$ cat config.mk
export PLATFORM = sky130hd
export DESIGN_NAME = sysint_regs
export DESIGN_NICKNAME = d
export VERILOG_FILES = /design/src/shared/sysint_pkg.sv /design/src/sysint_regs.sv
export SDC_FILE = /design/constraint.sdc
export NUM_CORES = 1
export LEC_CHECK = 0
export ABC_CLOCK_PERIOD_IN_PS = 3700
export BUFFER_PORTS_ARGS = -buffer_cell sky130_fd_sc_hd__buf_2
export CORE_MARGIN = 3
export CORE_UTILIZATION = 35
export DETAILED_ROUTE_END_ITERATION = 12
export HOLD_SLACK_MARGIN = 0.02
export PLACE_DENSITY = 0.63
export SYNTH_ARGS = -nofsm -noshare
export SYNTH_HDL_FRONTEND = slang
export SYNTH_SLANG_ARGS = --single-unit
$ cat constraint.sdc
create_clock -name ref_clk -period 3.7 [get_ports ref_clk]
set_input_delay 0.74 -clock ref_clk [delete_from_list [all_inputs] [get_ports ref_clk]]
set_output_delay 0.74 -clock ref_clk [all_outputs]
set_load 0.01 [all_outputs]
$ cat src/shared/sysint_pkg.sv
// Package: offsets, reset values, field layouts and carriers of the
// system configuration and protection register bank.
// Assumes a single 250 MHz clock domain and a simple strobe register port.
package sysint_pkg;
  // ------------------------------------------------------------
  // Register byte offsets
  // ------------------------------------------------------------
  localparam logic [7:0] OFS_CONFIG = 8'h00;
  localparam logic [7:0] OFS_AUTOVEC = 8'h04;
  localparam logic [7:0] OFS_RST_CAUSE = 8'h08;
  localparam logic [7:0] OFS_WD_VECTOR = 8'h0C;
  localparam logic [7:0] OFS_PROT_CTRL = 8'h10;
  localparam logic [7:0] OFS_WD_SERVICE = 8'h14;
  localparam logic [7:0] OFS_PRESCALE = 8'h18;
  localparam logic [7:0] OFS_STATUS = 8'h1C;
  // ------------------------------------------------------------
  // Reset values
  // ------------------------------------------------------------
  localparam logic [15:0] RST_CONFIG = 16'h00FF;
  localparam logic [7:0] RST_AUTOVEC = 8'h00;
  localparam logic [7:0] RST_WD_VECTOR = 8'h0F;
  localparam logic [7:0] RST_PROT_CTRL = 8'hF0;
  localparam logic RST_PRESCALE = 1'b1;
  localparam logic [7:0] POWER_UP_CAUSE = 8'hC0;
  // ------------------------------------------------------------
  // Field positions
  // ------------------------------------------------------------
  localparam int CFG_SHOW_LSB = 8;
  localparam int CFG_SUPERVISOR_ONLY_BIT = 7;
  localparam int CFG_BCLR_LSB = 4;
  localparam int PROT_WD_EN = 7;
  localparam int PROT_ACTION = 6;
  localparam int PROT_TIMING_LSB = 4;
  localparam int RC_EXT = 7;
  localparam int RC_POW = 6;
  localparam int RC_WD = 5;
  localparam int RC_DBF = 4;
  localparam int RC_LOC = 2;
  localparam int RC_INSN = 1;
  localparam int RC_PIN = 0;
  localparam logic [7:0] RC_MASK = 8'hF7;
  // ------------------------------------------------------------
  // Fixed values and counts
  // ------------------------------------------------------------
  localparam logic [3:0] REFRESH_ARB_LEVEL = 4'h6;
  localparam logic [2:0] WD_IRQ_LEVEL = 3'h7;
  localparam logic [7:0] SERVICE_KEY1 = 8'h55;
  localparam logic [7:0] SERVICE_KEY2 = 8'hAA;
  localparam int WD_PRESCALE_DIV = 512;
  localparam int WD_BASE_LOG2 = 9;
  localparam int WD_COUNT_W = 16;

  typedef enum logic [1:0] {SHOW_OFF, SHOW_NO_ARB, SHOW_ARB_A, SHOW_ARB_B} show_mode_t;
  typedef enum {SVC_IDLE, SVC_ARMED} svc_state_t;

  typedef struct packed {
    logic [7:0] addr;
    logic [15:0] wdata;
    logic wr;
    logic rd;
  } reg_req_t;

  typedef struct packed {
    logic done;
    logic power_up;
    logic external;
    logic watchdog;
    logic double_fault;
    logic clock_loss;
    logic reset_insn;
    logic soft_pin;
  } reset_event_t;
endpackage

$ cat src/sysint_regs.sv
// System configuration and protection register bank with watchdog.
// Assumes register strobes come from ref_clk logic; pins are asynchronous.
//
// Function
// - 00: split buses, arbitration on
// - 01: show cycles, no arbitration, no grant
// - 1x: show cycles, arbitration, halt on grant
// - Slave mode forces show select to 00
// - Supervisor bit stored, no effect
// - Normal mode: clear-out when level exceeds mask
// - Slave mode: lower internal master releases bus
// - Refresh arbitration level fixed at six
// - Arbitration id soft_reset_pin to F
// - Autovector per enabled external level
// - Autovector only with nonzero arbitration id
// - Cause updated at reset end, power-up loads C0
// - Cause bits write-one-to-clear
// - Cause bit layout fixed
// - Clock-loss flag needs enable and loop
// - Reset-instruction flag invalid when core disabled
// - Watchdog vector read-write, soft_reset_pin to 0F
// - Protection control writable once per reset
// - Watchdog enable soft_reset_pin to one
// - Timeout: level-7 interrupt or system reset
// - Timing select default 11 is longest
// - Timeout 2^9..2^15, prescaled 2^18..2^24
// - New timing effective after 55 then AA
// - Prescale divides watchdog clock by 512
module sysint_regs
  import sysint_pkg::*;
#(
  parameter int WD_BASE = sysint_pkg::WD_BASE_LOG2,
  parameter int WD_PRE_DIV = sysint_pkg::WD_PRESCALE_DIV
) (
  input wire logic ref_clk,
  input wire logic sys_rst,
  input wire logic clk_en,
  input wire sysint_pkg::reg_req_t reg_req,
  output logic [15:0] reg_rdata,
  input wire logic power_on_rst,
  input wire sysint_pkg::reset_event_t rst_evt,
  input wire logic clock_loss_reset_enable,
  input wire logic osc_loop_enable,
  input wire logic slave_mode_pin,
  input wire logic ext_bus_req_pin,
  input wire logic bus_clear_in,
  input wire logic [2:0] irq_service_level,
  input wire logic int_master_req,
  input wire logic [3:0] int_master_level,
  input wire logic iack_cycle,
  input wire logic [2:0] iack_level,
  input wire logic wd_clk_tick,
  output logic show_cycles_en,
  output logic ext_arb_en,
  output logic bus_grant_out,
  output logic internal_halt,
  output logic bus_clear_out,
  output logic int_master_release,
  output logic [3:0] refresh_arb_level,
  output logic autovector_response,
  output logic [2:0] wd_irq_level,
  output logic wd_irq,
  output logic [7:0] wd_irq_vector,
  output logic wd_reset_req
);
  // ------------------------------------------------------------
  // Pin synchronisers
  // ------------------------------------------------------------
  logic [2:0] pin_meta_q;
  logic [2:0] pin_sync_q;
  logic slave_mode;
  logic ext_req;
  logic bclr_in;

  always_ff @(posedge ref_clk) begin
    if (sys_rst) begin
      pin_meta_q <= 3'h0;
      pin_sync_q <= 3'h0;
    end else if (clk_en) begin
      pin_meta_q <= {slave_mode_pin, ext_bus_req_pin, bus_clear_in};
      pin_sync_q <= pin_meta_q;
    end
  end

  assign slave_mode = pin_sync_q[2];
  assign ext_req = pin_sync_q[1];
  assign bclr_in = pin_sync_q[0];

  // ------------------------------------------------------------
  // Address decode
  // ------------------------------------------------------------
  function automatic logic hit(input logic [7:0] a, input logic [7:0] ofs);
    return a == ofs;
  endfunction

  logic wr_config;
  logic wr_autovec;
  logic wr_cause;
  logic wr_vector;
  logic wr_prot;
  logic wr_service;
  logic wr_prescale;

  assign wr_config = reg_req.wr && hit(reg_req.addr, OFS_CONFIG);
  assign wr_autovec = reg_req.wr && hit(reg_req.addr, OFS_AUTOVEC);
  assign wr_cause = reg_req.wr && hit(reg_req.addr, OFS_RST_CAUSE);
  assign wr_vector = reg_req.wr && hit(reg_req.addr, OFS_WD_VECTOR);
  assign wr_prot = reg_req.wr && hit(reg_req.addr, OFS_PROT_CTRL);
  assign wr_service = reg_req.wr && hit(reg_req.addr, OFS_WD_SERVICE);
  assign wr_prescale = reg_req.wr && hit(reg_req.addr, OFS_PRESCALE);

  // ------------------------------------------------------------
  // Configuration, autovector, vector, protection registers
  // ------------------------------------------------------------
  logic [15:0] config_q;
  logic [7:0] autovec_q;
  logic [7:0] vector_q;
  logic [7:0] prot_q;
  logic prot_locked_q;
  logic prescale_q;

  always_ff @(posedge ref_clk) begin
    if (sys_rst) begin
      config_q <= RST_CONFIG;
      autovec_q <= RST_AUTOVEC;
      vector_q <= RST_WD_VECTOR;
      prot_q <= RST_PROT_CTRL;
      prot_locked_q <= 1'b0;
      prescale_q <= RST_PRESCALE;
    end else if (clk_en) begin
      if (wr_config) begin
        config_q <= {6'h0, reg_req.wdata[9:0]};
      end
      if (wr_autovec) begin
        autovec_q <= {reg_req.wdata[7:1], 1'b0};
      end
      if (wr_vector) begin
        vector_q <= reg_req.wdata[7:0];
      end
      if (wr_prot && !prot_locked_q) begin
        prot_q <= reg_req.wdata[7:0];
        prot_locked_q <= 1'b1;
      end
      if (wr_prescale) begin
        prescale_q <= reg_req.wdata[0];
      end
    end
  end

  // ------------------------------------------------------------
  // Bus configuration decode
  // ------------------------------------------------------------
  show_mode_t show_sel;
  logic [2:0] bclr_field;
  logic [3:0] iarb;

  // Slave mode ignores the stored value but keeps it for a later mode change
  assign show_sel = slave_mode ? SHOW_OFF
                  : show_mode_t'(config_q[CFG_SHOW_LSB +: 2]);
  assign bclr_field = config_q[CFG_BCLR_LSB +: 3];
  assign iarb = config_q[3:0];

  assign show_cycles_en = show_sel != SHOW_OFF;
  assign ext_arb_en = show_sel != SHOW_NO_ARB;
  assign refresh_arb_level = REFRESH_ARB_LEVEL;

  logic grant_q;
  logic bclr_out_q;
  logic release_q;
  logic autovector_response_q;

  always_ff @(posedge ref_clk) begin
    if (sys_rst) begin
      grant_q <= 1'b0;
      bclr_out_q <= 1'b0;
      release_q <= 1'b0;
      autovector_response_q <= 1'b0;
    end else if (clk_en) begin
      grant_q <= ext_arb_en && ext_req;
      bclr_out_q <= !slave_mode && (irq_service_level > bclr_field);
      // Priority 7 would let every internal master below level 7 be cleared off the bus
      release_q <= slave_mode && bclr_in && int_master_req
                   && (int_master_level < {1'b0, bclr_field});
      autovector_response_q <= iack_cycle && (iack_level != 3'h0)
                && autovec_q[iack_level] && (iarb != 4'h0);
    end
  end

  assign bus_grant_out = grant_q;
  assign internal_halt = grant_q && show_sel[1];
  assign bus_clear_out = bclr_out_q;
  assign int_master_release = release_q;
  assign autovector_response = autovector_response_q;

  // ------------------------------------------------------------
  // Reset cause register
  // ------------------------------------------------------------
  logic [7:0] cause_q;
  logic [7:0] cause_new;
  logic [7:0] cause_clr;

  assign cause_new[RC_EXT] = rst_evt.external || rst_evt.power_up;
  assign cause_new[RC_POW] = rst_evt.power_up;
  assign cause_new[RC_WD] = rst_evt.watchdog;
  assign cause_new[RC_DBF] = rst_evt.double_fault;
  assign cause_new[3] = 1'b0;
  assign cause_new[RC_LOC] = rst_evt.clock_loss && clock_loss_reset_enable
                             && osc_loop_enable;
  assign cause_new[RC_INSN] = rst_evt.reset_insn && !slave_mode;
  assign cause_new[RC_PIN] = rst_evt.soft_pin;
  assign cause_clr = wr_cause ? reg_req.wdata[7:0] : 8'h00;

  // Not cleared by sys_rst, so software can read the cause afterwards
  always_ff @(posedge ref_clk) begin
    if (power_on_rst) begin
      cause_q <= POWER_UP_CAUSE;
    end else if (clk_en) begin
      if (rst_evt.done) begin
        cause_q <= cause_new & RC_MASK;
      end else begin
        cause_q <= cause_q & ~cause_clr & RC_MASK;
      end
    end
  end

  // ------------------------------------------------------------
  // Watchdog service sequence and timing latch
  // ------------------------------------------------------------
  svc_state_t svc_q;
  svc_state_t svc_d;
  logic svc_done;
  logic [1:0] timing_act_q;
  logic prescale_act_q;

  always_comb begin
    svc_d = svc_q;
    svc_done = 1'b0;
    case (svc_q)
      SVC_IDLE: begin
        if (wr_service && reg_req.wdata[7:0] == SERVICE_KEY1) begin
          svc_d = SVC_ARMED;
        end
      end
      SVC_ARMED: begin
        if (wr_service) begin
          svc_done = reg_req.wdata[7:0] == SERVICE_KEY2;
          svc_d = (reg_req.wdata[7:0] == SERVICE_KEY1) ? SVC_ARMED : SVC_IDLE;
        end
      end
      default: svc_d = SVC_IDLE;
    endcase
  end

  always_ff @(posedge ref_clk) begin
    if (sys_rst) begin
      svc_q <= SVC_IDLE;
      timing_act_q <= RST_PROT_CTRL[PROT_TIMING_LSB +: 2];
      prescale_act_q <= RST_PRESCALE;
    end else if (clk_en) begin
      svc_q <= svc_d;
      if (svc_done) begin
        timing_act_q <= prot_q[PROT_TIMING_LSB +: 2];
        prescale_act_q <= prescale_q;
      end
    end
  end

  // ------------------------------------------------------------
  // Watchdog prescaler and timeout counter
  // ------------------------------------------------------------
  localparam int PRE_W = $clog2(WD_PRE_DIV);
  localparam logic [PRE_W-1:0] PRE_LAST = PRE_W'(WD_PRE_DIV - 1);

  logic [PRE_W-1:0] pre_q;
  logic [WD_COUNT_W-1:0] wd_cnt_q;
  logic [WD_COUNT_W-1:0] wd_limit;
  logic wd_step;
  logic wd_timeout;
  logic wd_en;
  logic wd_irq_q;
  logic wd_rst_q;

  assign wd_en = prot_q[PROT_WD_EN];
  // Timeout = 2^(base + 2*timing) steps; prescale multiplies by 2^9
  assign wd_limit = WD_COUNT_W'((32'd1 << (WD_BASE + 2 * int'(timing_act_q))) - 1);
  assign wd_step = wd_clk_tick && (!prescale_act_q || pre_q == PRE_LAST);
  assign wd_timeout = wd_en && wd_step && wd_cnt_q == wd_limit;

  always_ff @(posedge ref_clk) begin
    if (sys_rst) begin
      pre_q <= '0;
      wd_cnt_q <= '0;
      wd_irq_q <= 1'b0;
      wd_rst_q <= 1'b0;
    end else if (clk_en) begin
      if (!wd_en || svc_done) begin
        pre_q <= '0;
        wd_cnt_q <= '0;
      end else begin
        if (wd_clk_tick && prescale_act_q) begin
          pre_q <= pre_q + PRE_W'(1);
        end
        if (wd_step) begin
          wd_cnt_q <= wd_timeout ? '0 : wd_cnt_q + WD_COUNT_W'(1);
        end
      end
      // Interrupt level holds until serviced; a new timeout wins the clear
      if (wd_timeout && !prot_q[PROT_ACTION]) begin
        wd_irq_q <= 1'b1;
      end else if (svc_done) begin
        wd_irq_q <= 1'b0;
      end
      wd_rst_q <= wd_timeout && prot_q[PROT_ACTION];
    end
  end

  assign wd_irq = wd_irq_q;
  assign wd_irq_level = WD_IRQ_LEVEL;
  assign wd_irq_vector = vector_q;
  assign wd_reset_req = wd_rst_q;

  // ------------------------------------------------------------
  // Read data, one cycle after the strobe
  // ------------------------------------------------------------
  logic [15:0] rd_mux;
  logic [15:0] rdata_q;

  always_comb begin
    case (reg_req.addr)
      OFS_CONFIG: rd_mux = {6'h0, show_sel, config_q[7:0]};
      OFS_AUTOVEC: rd_mux = {8'h0, autovec_q};
      OFS_RST_CAUSE: rd_mux = {8'h0, cause_q};
      OFS_WD_VECTOR: rd_mux = {8'h0, vector_q};
      OFS_PROT_CTRL: rd_mux = {8'h0, prot_q};
      OFS_PRESCALE: rd_mux = {15'h0, prescale_q};
      OFS_STATUS: rd_mux = {12'h0, wd_irq_q, prot_locked_q, slave_mode, grant_q};
      default: rd_mux = 16'h0000;
    endcase
  end

  always_ff @(posedge ref_clk) begin
    if (sys_rst) begin
      rdata_q <= 16'h0000;
    end else if (clk_en) begin
      rdata_q <= reg_req.rd ? rd_mux : 16'h0000;
    end
  end

  assign reg_rdata = rdata_q;
endmodule

==> flow_summary.ini, run 1 <==
[floorplan]
start_util_pct = 36.5
fp.dieH_um = 122
core_area_um2 = 12900
die_area_um2 = 14900
die_w_um = 122
row_count = 41
io_pins = 96

[timing]
setup_viol = 0
relSlewSlack_pct = 26.6
fin_worst_skew_ns = 0.0129
worstMarginPinSlew_ns = 1.10
period_needed_ns = 3.03
layout_setup_ws_ns = 0.667
final.setup.tns_ns = 0
hold_viol_final = 0
slew_viol_final = 0
period_share_pct = 82.0
rsz0062_at_grt = false
max_freq_ghz = 0.330

[yosys]
ys_seq_elements = 93
yosysTopAreaCell = dfxtp_1
yosysSeqAreaShare_pct = 39.6
ys.flop_type = dfxtp_1
yosys_warnings = 0
muxShareOfSynthArea_pct = 7.31
synth_top_family_by_area = simple AND/OR/NAND/NOR gates
synthArstFlopShare_pct = 0
synthAdderAreaFrac_pct = 2.13
synth.distinct_cells = 65
avgSynthCellArea_um2 = 8.48
synth_area_um2 = 4710
netlist_instances = 555
synth_edf_count = 0
synth-xor-area-share_pct = 0.931
synth.area.top_cells = dfxtp_1 40%, mux2i_1 6.6%, nand2_1 6.5%
synth-simple-area-share_pct = 28.1
synth_compound_area_share_pct = 16.1
synth_top_area_share_pct = 39.6

[placement]
post-dp-hpwl_um = 9300
dp.cells = 785
dpl_worst_slack_ns = 0.549
portBuffers = 76
placed_cell_area_um2 = 5190
place_congestion = 0.830

[finish]
drive_gt1_share_pct = 18.8
layout.cells.non_filler = 801
fill_cells = 1297
num_antenna_cells = 0
syn_to_final_growth_pct = 16.1
layout.nets = 688
stdcell_area_um2 = 5470

[clock_network]
cts_inserted_buffers = 9
cts_resized = 0
clk_pin_slew_ns = 0.07
cts_buffer_depth = 2
clock_latency_ns = 0.34
clock_sinks = 93
cts_setup_buffers = 0
holdBufCountCts = 0
cts_tree = done
cts-htree-levels = 3
cts_root_buffer = clkbuf_16

[route]
drt_pass1_iterations = 5
detail-route-antenna-nets = 0
routed_wl_um = 12800
vias = 4252
drtIter0Drc = 272
post_drt_wl_per_cell_um = 15.9
viasPerCell = 5.31
drc = 0

[critical_path]
path_max_fanout = 16
worstPathArrival_ns = 3.27
critPathBufInv = 0
cp_cell_sequence = ha_1 -> nand2_1 -> nor2b_1 -> and3_1 -> ha_1 -> nor2b_1 -> a2111o_1 -> a2111oi_4 -> nor3_2 -> and3_1 -> a31o_2
slowest_stage = a2111oi_4
crit_family = compound AO/OA/AOI/OAI gates
path_class = reg -> reg
crit_path_start_kind = register
end_kind = register
required_ns = 3.93
cpPeakStageDelay_ns = 0.54

[global_route]
antenna_found_initial = 0
grt_pass1_vias = 4097
grt_max_degree = 50
grt_pass1_wl_um = 20400
grt_usage_pct = 17.4
overflow = 0

[hold_path]
hold_class = reg -> reg

[flow_run]
drv_cap = 0

[power]
p_leak_uw = 0.00220
pwr_density_cell_nw_per_um2 = 375
ir_drop_mv = 0.200
total_power_uw = 2050

[status]
status = finished clean
## report_power, final
group	total [µW]	switching [µW]	internal [µW]	leakage (µW)
clock	864	387	476	0.000141
combinational	153	96.2	57.0	0.00131
sequential	1030	17.2	1020	0.000752
## through the flow
step,utilization (%),hold WS (ns)
2_1_floorplan,-,0.430
3_3_place_gp,40.3,0.443
3_5_place_dp,40.3,0.452
4_1_cts,42.4,0.467
5_1_grt,42.4,0.491
6_report,42.4,0.463
## cell usage in the layout (no fill, tap or decap), types with 6 or more instances in the layout
master / Yosys / routed
buf_2: 3 / 76
nand2_1: 81 / 81
nor2b_1: 6 / 6
conb_1: 2 / 13
a21oi_1: 36 / 36
inv_1: 17 / 17
buf_4: 15 / 6
o21ai_0: 14 / 14
a31oi_1: 8 / 8
a22o_1: 8 / 8
nand3_1: 34 / 34
ha_1: 8 / 8
nor2_1: 46 / 46
nor3_1: 8 / 8
nand2b_1: 10 / 10
nand3b_1: 9 / 9
mux2i_1: 31 / 31
dfxtp_1: 93 / 93
nand4_1: 12 / 12
clkbuf_16: 0 / 9
and3_1: 7 / 7
## logic make-up (layout without fill, tap and decap cells)
family                   after synthesis  after routing
AO/OA/AOI/OAI                        108            108
XOR/XNOR                               5              5
adder cells (fa/ha/maj)                8              8
buffers and inverters                 52            115
flip-flops                            93             93
multiplexers                          33             33
other                                  2             13
AND/OR/NAND/NOR                      254            254
## synth_stat cells, types with 10 or more instances
master    instances
nand4_1          12
inv_1            17
mux2i_1          31
nand3_1          34
o21ai_0          14
nor2_1           46
a21oi_1          36
nand2b_1         10
clkbuf_1         14
nand2_1          81
buf_4            15
dfxtp_1          93
## layer usage
metal  wire, µm  track usage (%)
met1       5740             22.2
met2       6280             29.6
met3        494             2.46
met4        248             6.86
met5          0                0
## layout make-up
type                            instances  area, µm²  area share [%]
Clock buffer                           11        243            4.44
Multi-Input combinational cell        421       2620            48.0
Sequential cell                        93       1860            34.1
Clock inverter                          5       35.0           0.641
Tap cell                              172        215            3.94
Inverter                               17       63.8            1.17
Timing Repair Buffer                   82        425            7.78
## path summary, 6_finish.rpt
| path | depth (start not counted) | from | to | slack, ns |
|---|---|---|---|---|
| min reg2reg | 2 | cause_q[6] | cause_q[6] | 0.46 |
| max reg2reg | 11 | pre_q[0] | wd_cnt_q[1] | 0.67 |
| min | 2 | cause_q[6] | cause_q[6] | 0.46 |
| max | 11 | pre_q[0] | wd_cnt_q[1] | 0.67 |
## flip-flops by register name, indices dropped and copies added, names as in the netlist, 2 cells and up
register       cells
config_q          10
prot_q             8
pin_sync_q         3
wd_cnt_q          16
timing_act_q       2
wd_irq_vector      8
reg_rdata         10
pin_meta_q         3
cause_q            7
autovec_q          7
pre_q              9
## worst register-to-register path: stages, from the launching register on
cell and delay (ns):
dfxtp_1 0.37, ha_1 0.20, nand2_1 0.08, nor2b_1 0.19
and3_1 0.18, ha_1 0.14, nor2b_1 0.05, a2111o_1 0.39
a2111oi_4 0.54, nor3_2 0.28, and3_1 0.30, a31o_2 0.20
(Power assumes the default switching activity.)
==> run 2, diff against run 1 <==
--- a/config.mk
+++ b/config.mk
@@ -5,7 +5,7 @@
 export SDC_FILE = /design/constraint.sdc
 export NUM_CORES = 1
 export LEC_CHECK = 0
-export ABC_CLOCK_PERIOD_IN_PS = 3700
+export ABC_CLOCK_PERIOD_IN_PS = 3100
 export BUFFER_PORTS_ARGS = -buffer_cell sky130_fd_sc_hd__buf_2
 export CORE_MARGIN = 3
 export CORE_UTILIZATION = 35
==> constraint.sdc (replaced) <==
create_clock -name ref_clk -period 3.1 [get_ports ref_clk]
set_input_delay 0.62 -clock ref_clk [delete_from_list [all_inputs] [get_ports ref_clk]]
set_output_delay 0.62 -clock ref_clk [all_outputs]
set_load 0.01 [all_outputs]
==> run 2 against run 1 <==
- global-route usage rose by 0.48 points
- via count up 0.71%
- cell count rose by 1.0%
- clock skew decreased by 0.0045 ns
- non-clock buffer count up 8
- sequential share of layout area is 0.36 points lower
- sequential power rose by 19%
==> flow_summary.ini, run 2 (same netlist as run 1, synthesis figures left out) <==
[clock_network]
cts-htree-levels = 3
clk_pin_slew_ns = 0.07
holdBufCountCts = 0
cts_resized = 0
cts_inserted_buffers = 9
cts_setup_buffers = 0
cts_root_buffer = clkbuf_16
cts_tree = done
cts_buffer_depth = 2
clock_latency_ns = 0.35
clock_sinks = 93

[floorplan]
row_count = 41
die_area_um2 = 14900
io_pins = 96
die_w_um = 122
fp.dieH_um = 122
start_util_pct = 36.5
core_area_um2 = 12900

[finish]
mostFrequentLayoutCells = 93 x dfxtp_1, 81 x nand2_1, 76 x buf_2, 46 x nor2_1, 36 x a21oi_1
layout.nets = 696
stdcell_area_um2 = 5520
ff_latch_area_um2 = 1860
layout.cells.non_filler = 809
final_common_cell = dfxtp_1
largest_register_ffs = 16
drive_gt1_share_pct = 19.9
syn_to_final_growth_pct = 17.4
fill_cells = 1269
num_antenna_cells = 0
multi_input_area_um2 = 2620
top_register = wd_cnt_q

[power]
total_power_uw = 2450
ir_drop_mv = 0.273
pwr_density_cell_nw_per_um2 = 444
p_leak_uw = 0.00223

[critical_path]
crit_family = compound AO/OA/AOI/OAI gates
worstPathArrival_ns = 3.03
ff2ff_path_depth = 12
cpPeakStageDelay_ns = 0.39
end_kind = register
critPathBufInv = 1
required_ns = 3.34
path_max_fanout = 16
cp_cell_sequence = ha_1 -> nand2_1 -> nor2b_1 -> and3_1 -> ha_1 -> nor2b_1 -> a2111o_1 -> a2111oi_4 -> nor3_2 -> buf_4 -> and3_1 -> a31o_2
crit_path_start = pre_q[0]
crit_path_end = wd_cnt_q[1]
slowest_stage = a2111o_1
path_class = reg -> reg
crit_cells = 12
worstReg2RegStart = pre_q[0]
reg2reg_slack_ns = 0.31
crit_path_start_kind = register
rr_endpoint = wd_cnt_q[1]

[global_route]
grt_pass1_vias = 4150
grt_pass1_wl_um = 20900
grt_max_degree = 36
overflow = 0
grt_usage_pct = 17.8
antenna_found_initial = 0

[timing]
relSlewSlack_pct = 34.4
period_needed_ns = 2.79
period_share_pct = 90.0
hold_viol_final = 0
layout_setup_ws_ns = 0.310
fin_worst_skew_ns = 0.00841
max_freq_ghz = 0.358
slew_viol_final = 0
worstMarginPinSlew_ns = 0.977
rsz0062_at_grt = false
final.setup.tns_ns = 0
setup_viol = 0

[hold_path]
holdCritStartpoint = config_q[8]
hold_class = reg -> reg

[route]
drtIter0Drc = 267
viasPerCell = 5.29
top_layer_used = met4
wl_met2_um = 6270
routed_wl_um = 12800
post_drt_wl_per_cell_um = 15.8
dr_wl_met3_um = 633
vias = 4282
m1WireLength_um = 5600
drc = 0
drt_pass1_iterations = 5
detail-route-antenna-nets = 0

[placement]
place_congestion = 0.860
dp.cells = 793
placed_cell_area_um2 = 5250
dpl_worst_slack_ns = 0.351
portBuffers = 76
post-dp-hpwl_um = 9650

[flow_run]
drv_cap = 0

[status]
status = finished clean
## run 2: how the worst min path moves through the flow
stage             endpoint  slack [ns]  cells past startpoint
2_1_floorplan   cause_q[6]        0.43                      2
3_3_place_gp   config_q[8]        0.44                      2
3_5_place_dp   config_q[8]        0.45                      2
4_1_cts        config_q[8]        0.46                      2
5_1_grt        config_q[8]        0.47                      2
6_report       config_q[8]        0.46                      2
## run 2: per-stage QoR
step	util (%)	hold slack, ns
finish	42.9	0.463
global route	42.9	0.468
CTS	42.9	0.463
global placement	40.8	0.443
detailed placement	40.8	0.452
floorplan	-	0.430
## run 2: report_power, final
group	internal [µW]	leakage [µW]	switching, µW
Sequential	1210	0.000752	21.0
Clock	547	0.000134	483
Combinational	71.9	0.00135	116
## run 2: worst register-to-register path, cell delays in order, from the launching register on
cell and delay [ns]:
dfxtp_1 0.37, ha_1 0.20, nand2_1 0.09, nor2b_1 0.19, and3_1 0.19, ha_1 0.15, nor2b_1 0.06, a2111o_1 0.39
a2111oi_4 0.37, nor3_2 0.06, buf_4 0.21, and3_1 0.20, a31o_2 0.20
## run 2: metal layers
metal  vias to the layer above  GRT usage, %
met3                        21          4.13
li1                       2120             -
met2                        97          29.6
met4                         0          7.07
met5                         -             0
met1                      2044          22.5
## run 2: cell type report
class | count | area share (%)
tap | 172 | 3.90
timing repair buffer | 90 | 8.79
sequential | 93 | 33.7
multi-input combinational | 421 | 47.5
clock buffer | 9 | 4.08
clock inverter | 7 | 0.906
inverter | 17 | 1.16
